### src/hw/tlvi_pkg.sv
// package of constants, states and carriers for the three level vectored interrupt unit
package tlvi_pkg;

  localparam int          NSRC          = 3;
  localparam int          PC_W          = 12;
  localparam int          NIB_W         = 4;
  localparam int          SP_W          = 8;
  localparam int          REG_W         = 8;
  localparam int          ADDR_W        = 12;

  localparam logic [11:0] VEC_RESET     = 12'h000;
  localparam logic [11:0] VEC_FIRST     = 12'h00a;
  localparam logic [11:0] VEC_SECOND    = 12'h00c;
  localparam logic [11:0] VEC_THIRD_DEF = 12'h00e;

  localparam logic [7:0]  STACK_FRAME   = 8'h04;
  localparam logic [2:0]  LOCK_CYCLES   = 3'h4;
  localparam int          ACCEPT_CYCLES = 4;

  localparam logic [11:0] REQ_CLR_ADDR  = 12'h032;
  localparam logic [11:0] STATUS_ADDR   = 12'h030;
  localparam int          CLR_BIT_FIRST = 5;
  localparam int          STAT_PEND_LSB = 0;
  localparam int          STAT_EN_LSB   = 4;

  typedef enum logic [9:0] {
    ST_IDLE = 10'h001,
    ST_ACC1 = 10'h002,
    ST_ACC2 = 10'h004,
    ST_ACC3 = 10'h008,
    ST_ACC4 = 10'h010,
    ST_RET1 = 10'h020,
    ST_RET2 = 10'h040,
    ST_RET3 = 10'h080,
    ST_RET4 = 10'h100,
    ST_RET5 = 10'h200
  } tlvi_state_t;

  typedef struct packed {
    logic              we;
    logic              re;
    logic [SP_W-1:0]   addr;
    logic [NIB_W-1:0]  wdata;
  } tlvi_stack_req_t;

  typedef struct packed {
    logic              load;
    logic [PC_W-1:0]   value;
  } tlvi_pc_load_t;

endpackage

### src/hw/tlvi_unit.sv
// three level vectored interrupt unit: flags, acceptance sequencing, stack push and pop
//
// Decided for this implementation: strobed register access and the register offsets.
module tlvi_unit #(
  parameter logic [11:0] THIRD_VECTOR = tlvi_pkg::VEC_THIRD_DEF
) (
  input  wire logic                      core_clk_in,
  input  wire logic                      resetn_in,
  input  wire logic [tlvi_pkg::NSRC-1:0] src_event_in,
  input  wire logic                      instr_last_in,
  input  wire logic                      edi_exec_in,
  input  wire logic [tlvi_pkg::NSRC-1:0] edi_clr_in,
  input  wire logic [tlvi_pkg::NSRC-1:0] edi_set_in,
  input  wire logic                      return_from_handler_op_exec_in,
  input  wire logic [tlvi_pkg::PC_W-1:0] pc_in,
  input  wire logic [tlvi_pkg::NIB_W-1:0] fs_in,
  input  wire logic [tlvi_pkg::SP_W-1:0] sp_in,
  input  wire logic [tlvi_pkg::NIB_W-1:0] stack_rdata_in,
  input  wire logic [tlvi_pkg::ADDR_W-1:0] reg_addr_in,
  input  wire logic [tlvi_pkg::REG_W-1:0] reg_wdata_in,
  input  wire logic                      reg_wr_in,
  input  wire logic                      reg_rd_in,
  output logic      [tlvi_pkg::REG_W-1:0] reg_rdata_out,
  output tlvi_pkg::tlvi_stack_req_t      stack_req_out,
  output tlvi_pkg::tlvi_pc_load_t        pc_load_out,
  output logic                           fs_load_out,
  output logic      [tlvi_pkg::NIB_W-1:0] fs_value_out,
  output logic                           sp_load_out,
  output logic      [tlvi_pkg::SP_W-1:0] sp_value_out,
  output logic                           busy_out,
  output logic                           accept_out,
  output logic      [tlvi_pkg::NSRC-1:0] accept_src_out,
  output logic      [tlvi_pkg::NSRC-1:0] pending_out,
  output logic      [tlvi_pkg::NSRC-1:0] enable_out
);
  import tlvi_pkg::*;

  if ((THIRD_VECTOR == VEC_RESET) || (THIRD_VECTOR == VEC_FIRST) ||
      (THIRD_VECTOR == VEC_SECOND)) begin : g_vec_check
    $error("third vector must differ from the other vectors");
  end

  ////////////////////////////////////////////////////////////////////////////////
  // helpers

  function automatic logic [NSRC-1:0] pick_first(input logic [NSRC-1:0] v);
    logic [NSRC-1:0] r;
    r = '0;
    if (v[0]) r = 3'h1;
    else if (v[1]) r = 3'h2;
    else if (v[2]) r = 3'h4;
    return r;
  endfunction

  function automatic logic [PC_W-1:0] vec_of(input logic [NSRC-1:0] s);
    logic [PC_W-1:0] r;
    r = THIRD_VECTOR;
    if (s[0]) r = VEC_FIRST;
    else if (s[1]) r = VEC_SECOND;
    return r;
  endfunction

  ////////////////////////////////////////////////////////////////////////////////
  // state and flags

  tlvi_state_t       state_r;
  tlvi_state_t       state_nxt;
  logic [NSRC-1:0]   pend_r;
  logic [NSRC-1:0]   pend_nxt;
  logic [NSRC-1:0]   en_r;
  logic [NSRC-1:0]   en_nxt;
  logic [NSRC-1:0]   sel_r;
  logic [NSRC-1:0]   eligible;
  logic [NSRC-1:0]   best;
  logic [NSRC-1:0]   sw_clr;
  logic [NSRC-1:0]   set_map;
  logic [NSRC-1:0]   clr_map;
  logic [2:0]        lock_r;
  logic              rst_vec_r;
  logic              acc_start;
  logic [SP_W-1:0]   base_sp_r;
  logic [PC_W-1:0]   base_pc_r;
  logic [NIB_W-1:0]  base_fs_r;
  logic [NIB_W-1:0]  pop_fs_r;
  logic [NIB_W-1:0]  pop_hi_r;
  logic [NIB_W-1:0]  pop_mid_r;

  assign eligible  = (pend_r | src_event_in) & en_r;
  assign best      = pick_first(eligible);
  assign set_map   = {edi_set_in[0], edi_set_in[1], edi_set_in[2]};
  assign clr_map   = {edi_clr_in[0], edi_clr_in[1], edi_clr_in[2]};
  assign acc_start = (state_r == ST_IDLE) && instr_last_in && !edi_exec_in &&
                     !return_from_handler_op_exec_in && (lock_r == 3'h0) && !rst_vec_r && (|eligible);

  always_comb begin
    for (int i = 0; i < NSRC; i++) begin
      sw_clr[i] = reg_wr_in && (reg_addr_in == REQ_CLR_ADDR) &&
                  reg_wdata_in[CLR_BIT_FIRST + i];
    end
  end

  always_comb begin
    state_nxt = state_r;
    unique case (state_r)
      ST_IDLE: begin
        if (acc_start) state_nxt = ST_ACC1;
        else if (return_from_handler_op_exec_in && !rst_vec_r) state_nxt = ST_RET1;
      end
      ST_ACC1: state_nxt = ST_ACC2;
      ST_ACC2: state_nxt = ST_ACC3;
      ST_ACC3: state_nxt = ST_ACC4;
      ST_ACC4: state_nxt = ST_IDLE;
      ST_RET1: state_nxt = ST_RET2;
      ST_RET2: state_nxt = ST_RET3;
      ST_RET3: state_nxt = ST_RET4;
      ST_RET4: state_nxt = ST_RET5;
      ST_RET5: state_nxt = ST_IDLE;
      default: state_nxt = ST_IDLE;
    endcase
  end

  always_ff @(posedge core_clk_in) begin
    if (!resetn_in) state_r <= ST_IDLE;
    else state_r <= state_nxt;
  end

  // request flags: a new event wins over any clear in the same cycle
  always_comb begin
    pend_nxt = pend_r & ~sw_clr;
    if (state_r == ST_ACC4) pend_nxt = pend_nxt & ~sel_r;
    pend_nxt = pend_nxt | src_event_in;
  end

  always_ff @(posedge core_clk_in) begin
    if (!resetn_in) pend_r <= '0;
    else pend_r <= pend_nxt;
  end

  // enable flags
  always_comb begin
    en_nxt = en_r;
    if (edi_exec_in && (state_r == ST_IDLE)) en_nxt = (en_r & ~clr_map) | set_map;
    if (state_r == ST_ACC4) en_nxt = en_nxt & ~sel_r;
  end

  always_ff @(posedge core_clk_in) begin
    if (!resetn_in) en_r <= '0;
    else en_r <= en_nxt;
  end

  // selected source
  always_ff @(posedge core_clk_in) begin
    if (!resetn_in) begin
      sel_r <= '0;
    end else if (acc_start) begin
      sel_r <= best;
    end else if ((state_r == ST_ACC1) && (|(best & (sel_r - 3'h1)))) begin
      sel_r <= best;
    end
  end

  // lockout after acceptance
  always_ff @(posedge core_clk_in) begin
    if (!resetn_in) lock_r <= 3'h0;
    else if (state_r == ST_ACC4) lock_r <= LOCK_CYCLES;
    else if (lock_r != 3'h0) lock_r <= lock_r - 3'h1;
  end

  // reset vector request after reset release
  always_ff @(posedge core_clk_in) begin
    if (!resetn_in) rst_vec_r <= 1'b1;
    else rst_vec_r <= 1'b0;
  end

  // captured context
  always_ff @(posedge core_clk_in) begin
    if (!resetn_in) begin
      base_sp_r <= '0;
      base_pc_r <= '0;
      base_fs_r <= '0;
    end else if ((state_r == ST_IDLE) && (state_nxt != ST_IDLE)) begin
      base_sp_r <= sp_in;
      base_pc_r <= pc_in;
      base_fs_r <= fs_in;
    end
  end

  ////////////////////////////////////////////////////////////////////////////////
  // stack port

  always_ff @(posedge core_clk_in) begin
    if (!resetn_in) begin
      stack_req_out <= '0;
    end else begin
      stack_req_out <= '0;
      unique case (state_nxt)
        ST_ACC1: begin
          stack_req_out.we    <= 1'b1;
          stack_req_out.addr  <= sp_in - 8'h01;
          stack_req_out.wdata <= pc_in[3:0];
        end
        ST_ACC2: begin
          stack_req_out.we    <= 1'b1;
          stack_req_out.addr  <= base_sp_r - 8'h02;
          stack_req_out.wdata <= base_pc_r[7:4];
        end
        ST_ACC3: begin
          stack_req_out.we    <= 1'b1;
          stack_req_out.addr  <= base_sp_r - 8'h03;
          stack_req_out.wdata <= base_pc_r[11:8];
        end
        ST_ACC4: begin
          stack_req_out.we    <= 1'b1;
          stack_req_out.addr  <= base_sp_r - STACK_FRAME;
          stack_req_out.wdata <= base_fs_r;
        end
        ST_RET1: begin
          stack_req_out.re    <= 1'b1;
          stack_req_out.addr  <= sp_in;
        end
        ST_RET2: begin
          stack_req_out.re    <= 1'b1;
          stack_req_out.addr  <= base_sp_r + 8'h01;
        end
        ST_RET3: begin
          stack_req_out.re    <= 1'b1;
          stack_req_out.addr  <= base_sp_r + 8'h02;
        end
        ST_RET4: begin
          stack_req_out.re    <= 1'b1;
          stack_req_out.addr  <= base_sp_r + 8'h03;
        end
        default: stack_req_out <= '0;
      endcase
    end
  end

  // popped nibbles, each arriving the cycle after its read
  always_ff @(posedge core_clk_in) begin
    if (!resetn_in) begin
      pop_fs_r  <= '0;
      pop_hi_r  <= '0;
      pop_mid_r <= '0;
    end else begin
      if (state_r == ST_RET2) pop_fs_r <= stack_rdata_in;
      if (state_r == ST_RET3) pop_hi_r <= stack_rdata_in;
      if (state_r == ST_RET4) pop_mid_r <= stack_rdata_in;
    end
  end

  ////////////////////////////////////////////////////////////////////////////////
  // loads towards the sequencer

  always_ff @(posedge core_clk_in) begin
    if (!resetn_in) begin
      pc_load_out    <= '0;
      fs_load_out    <= 1'b0;
      fs_value_out   <= '0;
      sp_load_out    <= 1'b0;
      sp_value_out   <= '0;
      accept_out     <= 1'b0;
      accept_src_out <= '0;
    end else begin
      pc_load_out.load <= 1'b0;
      fs_load_out      <= 1'b0;
      sp_load_out      <= 1'b0;
      accept_out       <= 1'b0;
      if (rst_vec_r) begin
        pc_load_out.load  <= 1'b1;
        pc_load_out.value <= VEC_RESET;
      end else if (state_r == ST_ACC4) begin
        pc_load_out.load  <= 1'b1;
        pc_load_out.value <= vec_of(sel_r);
        sp_load_out       <= 1'b1;
        sp_value_out      <= base_sp_r - STACK_FRAME;
        accept_out        <= 1'b1;
        accept_src_out    <= sel_r;
      end else if (state_r == ST_RET5) begin
        pc_load_out.load  <= 1'b1;
        pc_load_out.value <= {pop_hi_r, pop_mid_r, stack_rdata_in};
        fs_load_out       <= 1'b1;
        fs_value_out      <= pop_fs_r;
        sp_load_out       <= 1'b1;
        sp_value_out      <= base_sp_r + STACK_FRAME;
      end
    end
  end

  assign busy_out    = (state_r != ST_IDLE);
  assign pending_out = pend_r;
  assign enable_out  = en_r;

  ////////////////////////////////////////////////////////////////////////////////
  // register port

  always_ff @(posedge core_clk_in) begin
    if (!resetn_in) begin
      reg_rdata_out <= '0;
    end else begin
      reg_rdata_out <= '0;
      if (reg_rd_in && (reg_addr_in == STATUS_ADDR)) begin
        reg_rdata_out[STAT_PEND_LSB +: NSRC] <= pend_r;
        reg_rdata_out[STAT_EN_LSB +: NSRC]   <= en_r;
      end
    end
  end

  ////////////////////////////////////////////////////////////////////////////////
  // checks

  AST_VECTOR: assert property (@(posedge core_clk_in) disable iff (!resetn_in)
    accept_out |-> pc_load_out.load && (pc_load_out.value == vec_of(accept_src_out)))
    else $error("vector does not match accepted source");

  AST_ELIGIBLE: assert property (@(posedge core_clk_in) disable iff (!resetn_in)
    acc_start |-> (|(best & en_r)) && (|(best & (pend_r | src_event_in))))
    else $error("acceptance started without request and enable");

  AST_PRIORITY: assert property (@(posedge core_clk_in) disable iff (!resetn_in)
    (state_r == ST_ACC2) |-> (($past(eligible) & (sel_r - 3'h1)) == 3'h0))
    else $error("higher priority source was passed over");

  AST_OTHERS_KEPT: assert property (@(posedge core_clk_in) disable iff (!resetn_in)
    (state_r == ST_ACC4) |=> ((en_r & ~$past(sel_r)) == ($past(en_r) & ~$past(sel_r))))
    else $error("other enable flags changed on acceptance");

  AST_REQ_SET: assert property (@(posedge core_clk_in) disable iff (!resetn_in)
    (|src_event_in) |=> ((pend_r & $past(src_event_in)) == $past(src_event_in)))
    else $error("request flag not set by event");

  AST_SW_CLEAR: assert property (@(posedge core_clk_in) disable iff (!resetn_in)
    (|(sw_clr & ~src_event_in)) |=> ((pend_r & $past(sw_clr & ~src_event_in)) == 3'h0))
    else $error("request flag not cleared by software");

  AST_EDI: assert property (@(posedge core_clk_in) disable iff (!resetn_in)
    (edi_exec_in && (state_r == ST_IDLE)) |=>
      (en_r == (($past(en_r) & ~$past(clr_map)) | $past(set_map))))
    else $error("enable-disable op mapped wrongly");

  AST_PUSH_ORDER: assert property (@(posedge core_clk_in) disable iff (!resetn_in)
    (state_r == ST_ACC1) |-> stack_req_out.we ##1 stack_req_out.we ##1 stack_req_out.we
      ##1 stack_req_out.we ##1 pc_load_out.load)
    else $error("push did not precede the branch");

  AST_ACC_CLEAR: assert property (@(posedge core_clk_in) disable iff (!resetn_in)
    (state_r == ST_ACC4) |=> ((en_r & $past(sel_r)) == 3'h0) &&
      ((pend_r & $past(sel_r & ~src_event_in)) == 3'h0))
    else $error("accepted source flags not cleared");

  AST_SP_PUSH: assert property (@(posedge core_clk_in) disable iff (!resetn_in)
    acc_start |-> ##4 ##1 (sp_load_out && (sp_value_out == $past(sp_in, 5) - 8'h04)))
    else $error("stack pointer not lowered by four");

  AST_POP: assert property (@(posedge core_clk_in) disable iff (!resetn_in)
    (state_r == ST_RET1) |-> stack_req_out.re && (stack_req_out.addr == base_sp_r)
      ##5 (sp_load_out && fs_load_out && (sp_value_out == base_sp_r + 8'h04)))
    else $error("return pop sequence wrong");

  AST_LATENCY: assert property (@(posedge core_clk_in) disable iff (!resetn_in)
    acc_start |-> ##1 !accept_out [*4] ##1 accept_out)
    else $error("acceptance latency wrong");

  AST_BOUNDARY: assert property (@(posedge core_clk_in) disable iff (!resetn_in)
    acc_start |-> instr_last_in && !edi_exec_in)
    else $error("acceptance inside an instruction or after enable-disable op");

  AST_LOCKOUT: assert property (@(posedge core_clk_in) disable iff (!resetn_in)
    accept_out |-> !acc_start [*4])
    else $error("acceptance during lockout");

  AST_NO_DISPLACE: assert property (@(posedge core_clk_in) disable iff (!resetn_in)
    (state_r == ST_ACC2) |=> $stable(sel_r) ##1 $stable(sel_r))
    else $error("selection changed after first acceptance cycle");

endmodule // tlvi_unit

### config.mk
export PLATFORM = sky130hd
export DESIGN_NAME = tlvi_unit
export DESIGN_NICKNAME = d
export VERILOG_FILES = /design/src/hw/tlvi_pkg.sv /design/src/hw/tlvi_unit.sv
export SDC_FILE = /design/constraint.sdc
export NUM_CORES = 1
export LEC_CHECK = 0
export ABC_AREA = 1
export BUFFER_PORTS_ARGS = -buffer_cell sky130_fd_sc_hd__buf_4
export CAP_MARGIN = 5
export CELL_PAD_IN_SITES_DETAIL_PLACEMENT = 1
export CELL_PAD_IN_SITES_GLOBAL_PLACEMENT = 1
export CORE_ASPECT_RATIO = 1.25
export CORE_MARGIN = 2
export CORE_UTILIZATION = 40
export CTS_BUF_LIST = sky130_fd_sc_hd__clkbuf_8
export DETAILED_ROUTE_END_ITERATION = 12
export PLACE_DENSITY = 0.89
export SYNTH_ARGS = -nofsm -noshare
export SYNTH_HDL_FRONTEND = slang
export SYNTH_SLANG_ARGS = --single-unit
### constraint.sdc
create_clock -name core_clk_in -period 2.65 [get_ports core_clk_in]
set_clock_uncertainty 0.1 [all_clocks]
set_input_delay 0.3975 -clock core_clk_in [delete_from_list [all_inputs] [get_ports core_clk_in]]
set_output_delay 0.3975 -clock core_clk_in [all_outputs]
set_load 0.1 [all_outputs]
==> qor.yml, run 1 <==
critical_path:
  crit_top_cell: "nand2_1"
  r2r_start: "state_r[0]$_SDFF_PN1_"
  cp-end-kind: "register"
  endpoint: "stack_req_out[8]$_SDFF_PN0_"
  ff2ff_path_depth: 15
  critPathBufInv: 4
  path_cells: "nor2_4 -> nand2_2 -> clkinv_4 -> nand4_1 -> clkinv_1 -> fa_1 -> nand2_1 -> nand2_1 -> a21oi_1 -> xor2_1 -> inv_1 -> nand2_1 -> inv_1 -> nor2_1 -> nor2_1"
  crit_family: "simple AND/OR/NAND/NOR gates"
  reg2reg_slack_ps: 120
  worstSetupStartpoint: "state_r[0]$_SDFF_PN1_"
  worst_path_largest_cell_delay_ps: 480
  critPathRequiredTime_ps: 2850
  path_depth: 15
  reg2reg_to: "stack_req_out[8]$_SDFF_PN0_"
  timing.critical_path.slowest_stage_cell: "fa_1"
  critPathMaxFanout: 9
  critical_path_class: "reg2reg"
  critPathArrivalTime_ps: 2730
  critPathLaunchType: "register"
timing:
  whs_ps: 90.6
  setup_viol: 0
  fmax_ghz: 0.396
  hold_violations: 0
  max-slew-margin-rel_pct: 52.0
  rsz0062_at_grt: "true"
  fin_tns_setup_ps: 0
  post-route-period-util_pct: 95.3
  worst_pin_slew_ps: 717
  fin_crit_ps: 2530
  final_max_slew_viol_count: 0
yosys:
  seq_area_frac_synth_pct: 36.7
  synth-seq-cells: 106
  synth-edff-count: 0
  synth-main-ff-cell: "dfxtp_1"
  synth_common_cells: "nand2_1, inv_1, dfxtp_1"
  synth-async-reset-ratio_pct: 0
  syn_avg_cell_area_um2: 6.85
  netlist_area_um2: 5780
  synth_cell_types: 44
  yosysWarnings: 0
  yosysTopAreaCell: "dfxtp_1"
  postSynthCellCount: 843
  yosysMostFrequentCell: "nand2_1"
  netlist_top_cells_area: "dfxtp_1, nand2_1, inv_1"
  netlist.area_leader.share_pct: 36.7
grt:
  grt_antenna_before_repair: 0
  grt_pass1_wl_um: 29000
  grt_pass1_vias: 6018
  gr-usage-all-layers_pct: 22.9
  grt_max_degree: 59
  grt_overflow: 0
floorplan:
  die_y_um: 138
  start_util_pct: 40.6
  die_area_um2: 15400
  core_area_um2: 14200
  fp.dieW_um: 111
  std_cell_rows: 49
  io_pins: 124
placement:
  port_buffers: 116
  dp_hpwl_um: 13300
  dp_cells: 1133
  place_area_um2: 6880
  gp_congestion: 0.856
detailed_routing:
  antenna_left: 0
  vias: 5852
  routedWlPerCell_um: 15.5
  viasPerCell: 5.09
  wirelength_um: 17800
  drc: 0
  drt_iter0_drc: 275
  firstDrtPassIters: 5
final_layout:
  fin_nets: 1051
  antennaDiodeCount: 0
  final_area_um2: 7120
  drive_above_1_share_pct: 21.3
  fin_util_pct: 50.1
  area_growth_pct: 23.4
  final_cells: 1149
cts:
  clk_latency_ps: 400
  h-tree-depth: 3
  path_clk_slew_ps: 120
  cts_buffers: 9
  clock-sinks: 106
  root_buffer: "clkbuf_8"
  cts_buffer_depth: 2
  cts_tree: "yes"
run_status:
  status: "completed"
run:
  cap_violations: 0
power:
  power.density_nw_per_um2: 601
  peakVddDrop_uv: 244
  p_leak_uw: 0.00363
hold_path:
  hold_path_class: "in2reg"
worst reg2reg max path, delay by kind of cell, from the launching register on:
| family | cells | cell delay (ps) |
|---|---|---|
| adders and majority gates | 1 | 480 |
| buffers and inverters | 4 | 430 |
| AOI/OAI and AO/OA | 1 | 160 |
| DFF | 1 | 400 |
| xor gates and xnor gates | 1 | 160 |
| and+or+nand+nor | 8 | 700 |
per-layer routing:
layer / GRT usage [%] / up-vias / wire, µm
met2: 43.3 / 141 / 9300
met1: 25.9 / 2763 / 7320
met4: 8.19 / 0 / 502
met5: 0 / - / 0
met3: 3.55 / 35 / 677
li1: - / 2913 / -
how the worst min path moves through the flow:
| stage | startpoint | endpoint | slack, ps | cells after the start |
|---|---|---|---|---|
| floorplan | pop_hi_r[2]$_SDFFE_PN0N_ | pc_load_out[10]$_SDFFE_PP0N_ | 310 | 2 |
| global placement | pop_hi_r[1]$_SDFFE_PN0N_ | pc_load_out[9]$_SDFFE_PP0N_ | 330 | 2 |
| detailed placement | pop_hi_r[1]$_SDFFE_PN0N_ | pc_load_out[9]$_SDFFE_PP0N_ | 340 | 2 |
| CTS | src_event_in[1] | pending_out[1]$_SDFF_PN0_ | 90 | 3 |
| global route | src_event_in[1] | pending_out[1]$_SDFF_PN0_ | 130 | 3 |
| finish | src_event_in[1] | pending_out[1]$_SDFF_PN0_ | 90 | 3 |
logic make-up (layout without fill, tap and decap cells):
group,count (synthesis),in the layout,share of synthesized area (%)
flip-flops,106,106,36.7
adder cells (fa/ha/maj),21,21,4.81
AO/OA/AOI/OAI,107,107,10.0
other,1,2,0.0649
XOR/XNOR,19,19,2.88
AND/OR/NAND/NOR,417,417,33.4
buffers and inverters,172,299,12.1
flip-flops by register name, summed over array words and instances, names as in the netlist, 3 cells and up:
register        count
fs_value_out        4
pop_mid_r           4
pop_hi_r            4
lock_r              3
reg_rdata_out       6
accept_src_out      3
base_sp_r           8
state_r            10
base_pc_r           8
pending_out         3
base_fs_r           4
sel_r               3
pop_fs_r            4
stack_req_out      14
sp_value_out        8
enable_out          3
pc_load_out        13
report_power, final:
group | switching (µW) | internal (µW)
Combinational | 975 | 502
Clock | 656 | 359
Sequential | 95.3 | 1690
cell type report:
cell class	count	area [µm²]
timing repair buffer	135	1010
clock inverter	7	62.6
tap	178	223
clock buffer	9	124
multi-input combinational	566	3000
inverter	148	568
sequential	106	2130
fill	1913	7100
per-stage QoR:
step / worst slack (ps) / total power, µW
after global placement: 143 / 3210
final: 124 / 4280
after floorplan: 286 / 2880
after CTS: 27.8 / 4270
after detailed placement: 70.0 / 3270
after global routing: -71.1 / 4540
cell usage in the layout, fill, tap and decap left out, types with 7 or more instances in the layout:
master,instances
nand2_1,185
nor2_4,9
ha_1,18
nor2_1,98
or2_2,9
o21ai_1,7
inv_1,134
xor2_1,16
clkbuf_8,9
nand3_1,50
nand4_1,38
o21ai_0,35
a21oi_1,46
dfxtp_1,102
buf_4,135
inv_2,9
what timing repair did:
item | CTS | global route
endpoints found under the setup margin | 0 | 7
hold buffers | 0 | 0
resized for setup | 0 | 18
setup buffers | 0 | 0
(Power assumes the default switching activity.)
==> run 2: changes to the inputs <==
--- a/config.mk
+++ b/config.mk
@@ -6,7 +6,7 @@
 export NUM_CORES = 1
 export LEC_CHECK = 0
 export ABC_AREA = 1
-export BUFFER_PORTS_ARGS = -buffer_cell sky130_fd_sc_hd__buf_4
+export BUFFER_PORTS_ARGS = -buffer_cell sky130_fd_sc_hd__buf_2
 export CAP_MARGIN = 5
 export CELL_PAD_IN_SITES_DETAIL_PLACEMENT = 1
 export CELL_PAD_IN_SITES_GLOBAL_PLACEMENT = 1
@@ -15,6 +15,7 @@
 export CORE_UTILIZATION = 40
 export CTS_BUF_LIST = sky130_fd_sc_hd__clkbuf_8
 export DETAILED_ROUTE_END_ITERATION = 12
+export MAX_ROUTING_LAYER = met4
 export PLACE_DENSITY = 0.89
 export SYNTH_ARGS = -nofsm -noshare
 export SYNTH_HDL_FRONTEND = slang
==> run 2 against run 1 <==
  * Via count increased by 0.26%
  * Utilization decreased by 1.7 points
  * Critical endpoint is now stack_req_out[11]$_SDFF_PN0_
  * First-iteration DRC count decreased by 6.9%
  * Flip-flop and latch count unchanged
==> qor.yml, run 2 (synthesis results as in run 1) <==
cts:
  cts_tree: "yes"  # unchanged
  ctsHoldBuffers: 0  # unchanged
  cts_buffers: 9  # unchanged
  clock-sinks: 106  # unchanged
  h-tree-depth: 3  # unchanged
  cts_buffer_depth: 2  # unchanged
  root_buffer: "clkbuf_8"  # unchanged
  path_clk_slew_ps: 110  # was 120 ps
  clk_latency_ps: 380  # was 400 ps
detailed_routing:
  drc: 0  # unchanged
  wirelength_um: 18000  # was 17800 µm
  firstDrtPassIters: 4  # was 5
  drt_iter0_drc: 256  # was 275
  routedWlPerCell_um: 15.6  # was 15.5 µm
  antenna_left: 0  # unchanged
  viasPerCell: 5.10  # was 5.09
  vias: 5867  # was 5852
power:
  power.density_nw_per_um2: 629  # was 601 nW/µm²
  p_leak_uw: 0.00360  # was 0.00363 µW
  peakVddDrop_uv: 281  # was 244 µV
floorplan:
  core_area_um2: 14200  # unchanged
  fp.dieW_um: 111  # unchanged
  die_y_um: 138  # unchanged
  die_area_um2: 15400  # unchanged
  io_pins: 124  # unchanged
  std_cell_rows: 49  # unchanged
  start_util_pct: 40.6  # unchanged
grt:
  grt_max_degree: 61  # was 59
  gr-usage-all-layers_pct: 23.5  # was 22.9%
  grt_overflow: 0  # unchanged
  grt_busiest_layer: "met2"  # unchanged
  grt_use_met3_pct: 3.42  # was 3.55%
  grt_antenna_before_repair: 0  # unchanged
  grt_util_met2_pct: 43.4  # was 43.3%
  grt_pass1_vias: 5944  # was 6018
  grt_pass1_wl_um: 28800  # was 29000 µm
  use_met1_pct: 26.0  # was 25.9%
timing:
  max-slew-margin-rel_pct: 56.1  # was 52.0%
  hold_violations: 0  # unchanged
  setup_ws_ps: 86.4  # was 124 ps
  whs_ps: 121  # was 90.6 ps
  post-route-period-util_pct: 96.7  # was 95.3%
  setup_viol: 0  # unchanged
  fin_crit_ps: 2560  # was 2530 ps
  fmax_ghz: 0.390  # was 0.396 GHz
  worst_pin_slew_ps: 655  # was 717 ps
  final_max_slew_viol_count: 0  # unchanged
critical_path:
  critPathMaxFanout: 6  # was 9
  cp-end-kind: "register"  # unchanged
  timing.critical_path.slowest_stage_cell: "dfxtp_1"  # was fa_1
  path_cells: "nor2_4 -> inv_2 -> nor2_4 -> nand4_1 -> nand2_2 -> inv_4 -> ha_1 -> nand2_1 -> nand2_1 -> a21oi_2 -> nand2_1 -> nand2_1 -> nand2_1 -> nand2_1 -> nand2_1 -> inv_1 -> nand3_1 -> nand2_1 -> inv_1"  # was nor2_4 -> nand2_2 -> clkinv_4 -> nand4_1 -> clkinv_1 -> fa_1 -> nand2_1 -> nand2_1 -> a21oi_1 -> xor2_1 -> inv_1 -> nand2_1 -> inv_1 -> nor2_1 -> nor2_1
  worst_path_largest_cell_delay_ps: 370  # was 480 ps
  critPathArrivalTime_ps: 2760  # was 2730 ps
  critical_path_class: "reg2reg"  # unchanged
  critPathRequiredTime_ps: 2840  # was 2850 ps
  crit_top_cell: "nand2_1"  # unchanged
  critPathLaunchType: "register"  # unchanged
run:
  cap_violations: 0  # unchanged
run_status:
  status: "completed"  # unchanged
final_layout:
  fillers: 1912  # was 1913
  reg_top3: "stack_req_out x14, pc_load_out x13, state_r x10"  # unchanged
  area_growth_pct: 19.3  # was 23.4%
  largest_reg_flops: 14  # unchanged
  antennaDiodeCount: 0  # unchanged
  final_cell_mix: "nand2_1, inv_1, buf_2"  # was nand2_1, buf_4, inv_1
  final_common_cell: "nand2_1"  # unchanged
  drive_above_1_share_pct: 22.3  # was 21.3%
  fin_nets: 1052  # was 1051
  regMostFlops: "stack_req_out"  # unchanged
placement:
  port_buffers: 116  # unchanged
  gp_congestion: 0.867  # was 0.856
  dp_hpwl_um: 13300  # about the same
  dp_slack_ps: 112  # was 70.0 ps
hold_path:
  hold_path_class: "in2reg"  # unchanged
[run 2: cell count changes in the layout (fill, tap and decap cells not counted), moves of 2 or more]
cell	change
buf_4	-115
clkinv_2	+2
nand3_2	+3
nand3_1	-2
inv_4	+2
buf_2	+116
nor2_2	+3
ha_1	-2
clkinv_4	-2
ha_4	+2
dfxtp_2	+2
nor2_1	-2
[run 2: repair_timing]
item	4_1_cts	5_1_grt
buffers inserted	0	2
gates cloned	0	0
gates resized for setup	2	22
pin swaps	0	6
setup endpoints to repair	1	24
[run 2: worst paths after layout]
check / end / startpoint / slack (ps) / depth (start not counted)
worst min register to register: accept_src_out[1]$_SDFFE_PN0P_ / accept_src_out[1]$_SDFFE_PN0P_ / 350 / 2
worst max register to register: stack_req_out[11]$_SDFF_PN0_ / state_r[8]$_SDFF_PN0_ / 90 / 19
worst min-delay path: pending_out[0]$_SDFF_PN0_ / src_event_in[0] / 120 / 3
worst max-delay path: stack_req_out[11]$_SDFF_PN0_ / state_r[8]$_SDFF_PN0_ / 90 / 19
[run 2: critical path: cells and delay by family (launching register included)]
family	cells	cell delay (ps)
AND/OR/NAND/NOR	13	1240
buffers and inverters	4	260
flip-flops	1	370
adder cells (fa/ha/maj)	1	290
AO/OA/AOI/OAI	1	210
[run 2: layer usage]
metal / part of all wire [%] / routed length [µm]
met5: 0 / 0
met1: 41 / 7360
met3: 4.0 / 714
met2: 53 / 9440
met4: 2.5 / 441
[run 2: report_power, final]
part	switching, µW	internal, µW
Sequential	99.7	1700
Combinational	992	486
Clock	610	446
Total	1700	2630
[run 2: final cells by class]
class / instances / area (µm²) / share of cell area, %
sequential: 106 / 2130 / 30.9
tap: 178 / 223 / 3.23
clock inverter: 7 / 76.3 / 1.11
inverter: 148 / 572 / 8.30
multi-input combinational: 566 / 3030 / 44.1
clock buffer: 9 / 124 / 1.80
timing repair buffer: 136 / 731 / 10.6
[run 2: stage by stage]
stage	setup TNS [ps]	power (µW)	instance area, µm²	instances	utilization (%)
floorplan	0	2880	5780	844	-
global placement	0	3170	6580	1132	46.3
detailed placement	0	3240	6580	1132	46.3
CTS	0	4310	6800	1148	47.8
global route	-175	4600	6890	1150	48.4
finish	0	4330	6890	1150	48.4
==> run 3: changes to the inputs <==
--- a/config.mk
+++ b/config.mk
@@ -16,7 +16,7 @@
 export CTS_BUF_LIST = sky130_fd_sc_hd__clkbuf_8
 export DETAILED_ROUTE_END_ITERATION = 12
 export MAX_ROUTING_LAYER = met4
-export PLACE_DENSITY = 0.89
+export PLACE_DENSITY_LB_ADDON = 0.15
 export SYNTH_ARGS = -nofsm -noshare
 export SYNTH_HDL_FRONTEND = slang
 export SYNTH_SLANG_ARGS = --single-unit
==> run 3 against run 2 <==
  * Critical path depth fell by 8
  * Global-route usage decreased by 0.52 points
  * Sequential share of layout area is 0.21 points lower
  * Cell area rose by 0.91%
  * Highest routed layer unchanged
==> qor.yml, run 3 (synthesis results as in run 1) <==
run_status:
  status: "completed"  # unchanged
grt:
  grt_pass1_vias: 5694  # was 5944
  grt_pass1_wl_um: 27900  # was 28800 µm
  grt_antenna_before_repair: 0  # unchanged
  grt_max_degree: 42  # was 61
  grt_overflow: 0  # unchanged
  gr-usage-all-layers_pct: 23.0  # was 23.5%
placement:
  place_area_um2: 6630  # was 6580 µm²
  port_buffers: 116  # unchanged
  dp_hpwl_um: 13100  # was 13300 µm
  gp_congestion: 0.856  # was 0.867
  dp_slack_ps: 63.2  # was 112 ps
critical_path:
  cp-end-kind: "register"  # unchanged
  endpoint: "stack_req_out[8]$_SDFF_PN0_"  # was stack_req_out[11]$_SDFF_PN0_
  critical_path_class: "reg2reg"  # unchanged
  r2r_start: "state_r[6]$_SDFF_PN0_"  # was state_r[8]$_SDFF_PN0_
  critPathArrivalTime_ps: 2700  # was 2760 ps
  worstSetupStartpoint: "state_r[6]$_SDFF_PN0_"  # was state_r[8]$_SDFF_PN0_
  critPathLaunchType: "register"  # unchanged
  reg2reg_slack_ps: 140  # was 90 ps
  critPathMaxFanout: 6  # unchanged
  ff2ff_path_depth: 11  # was 19
  critPathRequiredTime_ps: 2840  # about the same
  reg2reg_to: "stack_req_out[8]$_SDFF_PN0_"  # was stack_req_out[11]$_SDFF_PN0_
floorplan:
  std_cell_rows: 49  # unchanged
  die_area_um2: 15400  # unchanged
  die_y_um: 138  # unchanged
  fp.dieW_um: 111  # unchanged
  start_util_pct: 40.6  # unchanged
  core_area_um2: 14200  # unchanged
  io_pins: 124  # unchanged
final_layout:
  final_cell_mix: "nand2_1, inv_1, buf_2"  # unchanged
  largest_reg_flops: 14  # unchanged
  fin_nets: 1054  # was 1052
  antennaDiodeCount: 0  # unchanged
  final_area_um2: 6950  # was 6890 µm²
  fin_util_pct: 48.9  # was 48.4%
  drive_above_1_share_pct: 22.7  # was 22.3%
  regMostFlops: "stack_req_out"  # unchanged
  final_common_cell: "nand2_1"  # unchanged
  area_growth_pct: 20.3  # was 19.3%
  reg_top3: "stack_req_out x14, pc_load_out x13, state_r x10"  # unchanged
power:
  clkPwrFrac_pct: 25.0  # was 24.4%
  p_total_uw: 4360  # was 4330 µW
  p_sw_uw: 1690  # was 1700 µW
  power.density_nw_per_um2: 627  # was 629 nW/µm²
  switching_share_pct: 38.9  # was 39.3%
  intPower_uw: 2670  # was 2630 µW
  seqPwrFrac_pct: 40.9  # was 41.5%
  combPwrFrac_pct: 34.1  # about the same
  p_leak_uw: 0.00363  # was 0.00360 µW
  peakVddDrop_uv: 253  # was 281 µV
timing:
  final_max_slew_viol_count: 0  # unchanged
  post-route-period-util_pct: 94.7  # was 96.7%
  hold_violations: 0  # unchanged
  fin_crit_ps: 2510  # was 2560 ps
  fin_tns_setup_ps: 0  # unchanged
  setup_ws_ps: 140  # was 86.4 ps
  max-slew-margin-rel_pct: 63.4  # was 56.1%
  fmax_ghz: 0.398  # was 0.390 GHz
  setup_viol: 0  # unchanged
  worst_pin_slew_ps: 549  # was 655 ps
detailed_routing:
  routedWlPerCell_um: 14.9  # was 15.6 µm
  firstDrtPassIters: 4  # unchanged
  viasPerCell: 4.98  # was 5.10
  drt_iter0_drc: 208  # was 256
  vias: 5734  # was 5867
  antenna_left: 0  # unchanged
  wirelength_um: 17100  # was 18000 µm
  drc: 0  # unchanged
hold_path:
  min_from: "src_event_in[0]"  # unchanged
  hold_path_class: "in2reg"  # unchanged
cts:
  h-tree-depth: 3  # unchanged
  cts_buffers: 9  # unchanged
  clock-sinks: 106  # unchanged
  path_clk_slew_ps: 110  # about the same
  cts_buffer_depth: 2  # unchanged
  ctsHoldBuffers: 0  # unchanged
  postCtsSetupRepairBufs: 0  # unchanged
  clk_latency_ps: 390  # was 380 ps
  root_buffer: "clkbuf_8"  # unchanged
  cts_tree: "yes"  # unchanged
run:
  cap_violations: 0  # unchanged
[run 3: per-layer routing]
layer | share of wire (%) | track usage [%] | up-vias | wire [µm]
met5 | 0 | - | - | 0
met3 | 3.2 | 2.98 | 30 | 542
met1 | 42 | 26.2 | 2675 | 7230
li1 | - | - | 2918 | -
met4 | 2.5 | 7.08 | 0 | 424
met2 | 52 | 41.7 | 111 | 8920
[run 3: layout make-up]
class,count,area [µm²]
Clock inverter,7,85.1
Tap cell,178,223
Timing Repair Buffer,138,758
Multi-Input combinational cell,566,3060
Inverter,148,566
Clock buffer,9,124
Sequential cell,106,2130
Fill cell,1928,7270
[run 3: how the worst min path moves through the flow]
stage	endpoint	depth (start not counted)
final	pending_out[0]$_SDFF_PN0_	3
after global routing	pending_out[0]$_SDFF_PN0_	3
after CTS	pending_out[0]$_SDFF_PN0_	3
after detailed placement	accept_src_out[0]$_SDFFE_PN0P_	2
after global placement	pc_load_out[4]$_SDFFE_PP0N_	2
after floorplan	pc_load_out[10]$_SDFFE_PP0N_	2
[run 3: worst max-delay path, stage by stage, from the launching register on]
cell and delay [ps]:
dfxtp_1 390, inv_1 100, nor2_1 190, nand3_2 190, ha_1 390, a21oi_1 200, nand2_1 100, or2_2 280
nand3_1 130, nand4_1 160, nor2_1 130, nor2_1 50
[run 3: power by group through the flow]
stage	Combinational (µW)	Clock (µW)	Sequential, µW
final	1490	1090	1780
after global routing	1690	1180	1790
after global placement	1410	0	1810
after detailed placement	1440	0	1810
after CTS	1450	1120	1780
after floorplan	972	0	1900
[run 3: per-stage QoR]
step	hold slack, ps	std cells
4_1_cts	103	1152
3_5_place_dp	337	1136
5_1_grt	129	1152
3_3_place_gp	327	1136
2_1_floorplan	314	844
6_report	109	1152
[run 3: repair_timing]
action	CTS	global route
endpoints found under the setup margin	0	11
gates resized for setup	0	27
hold endpoints to repair	0	0
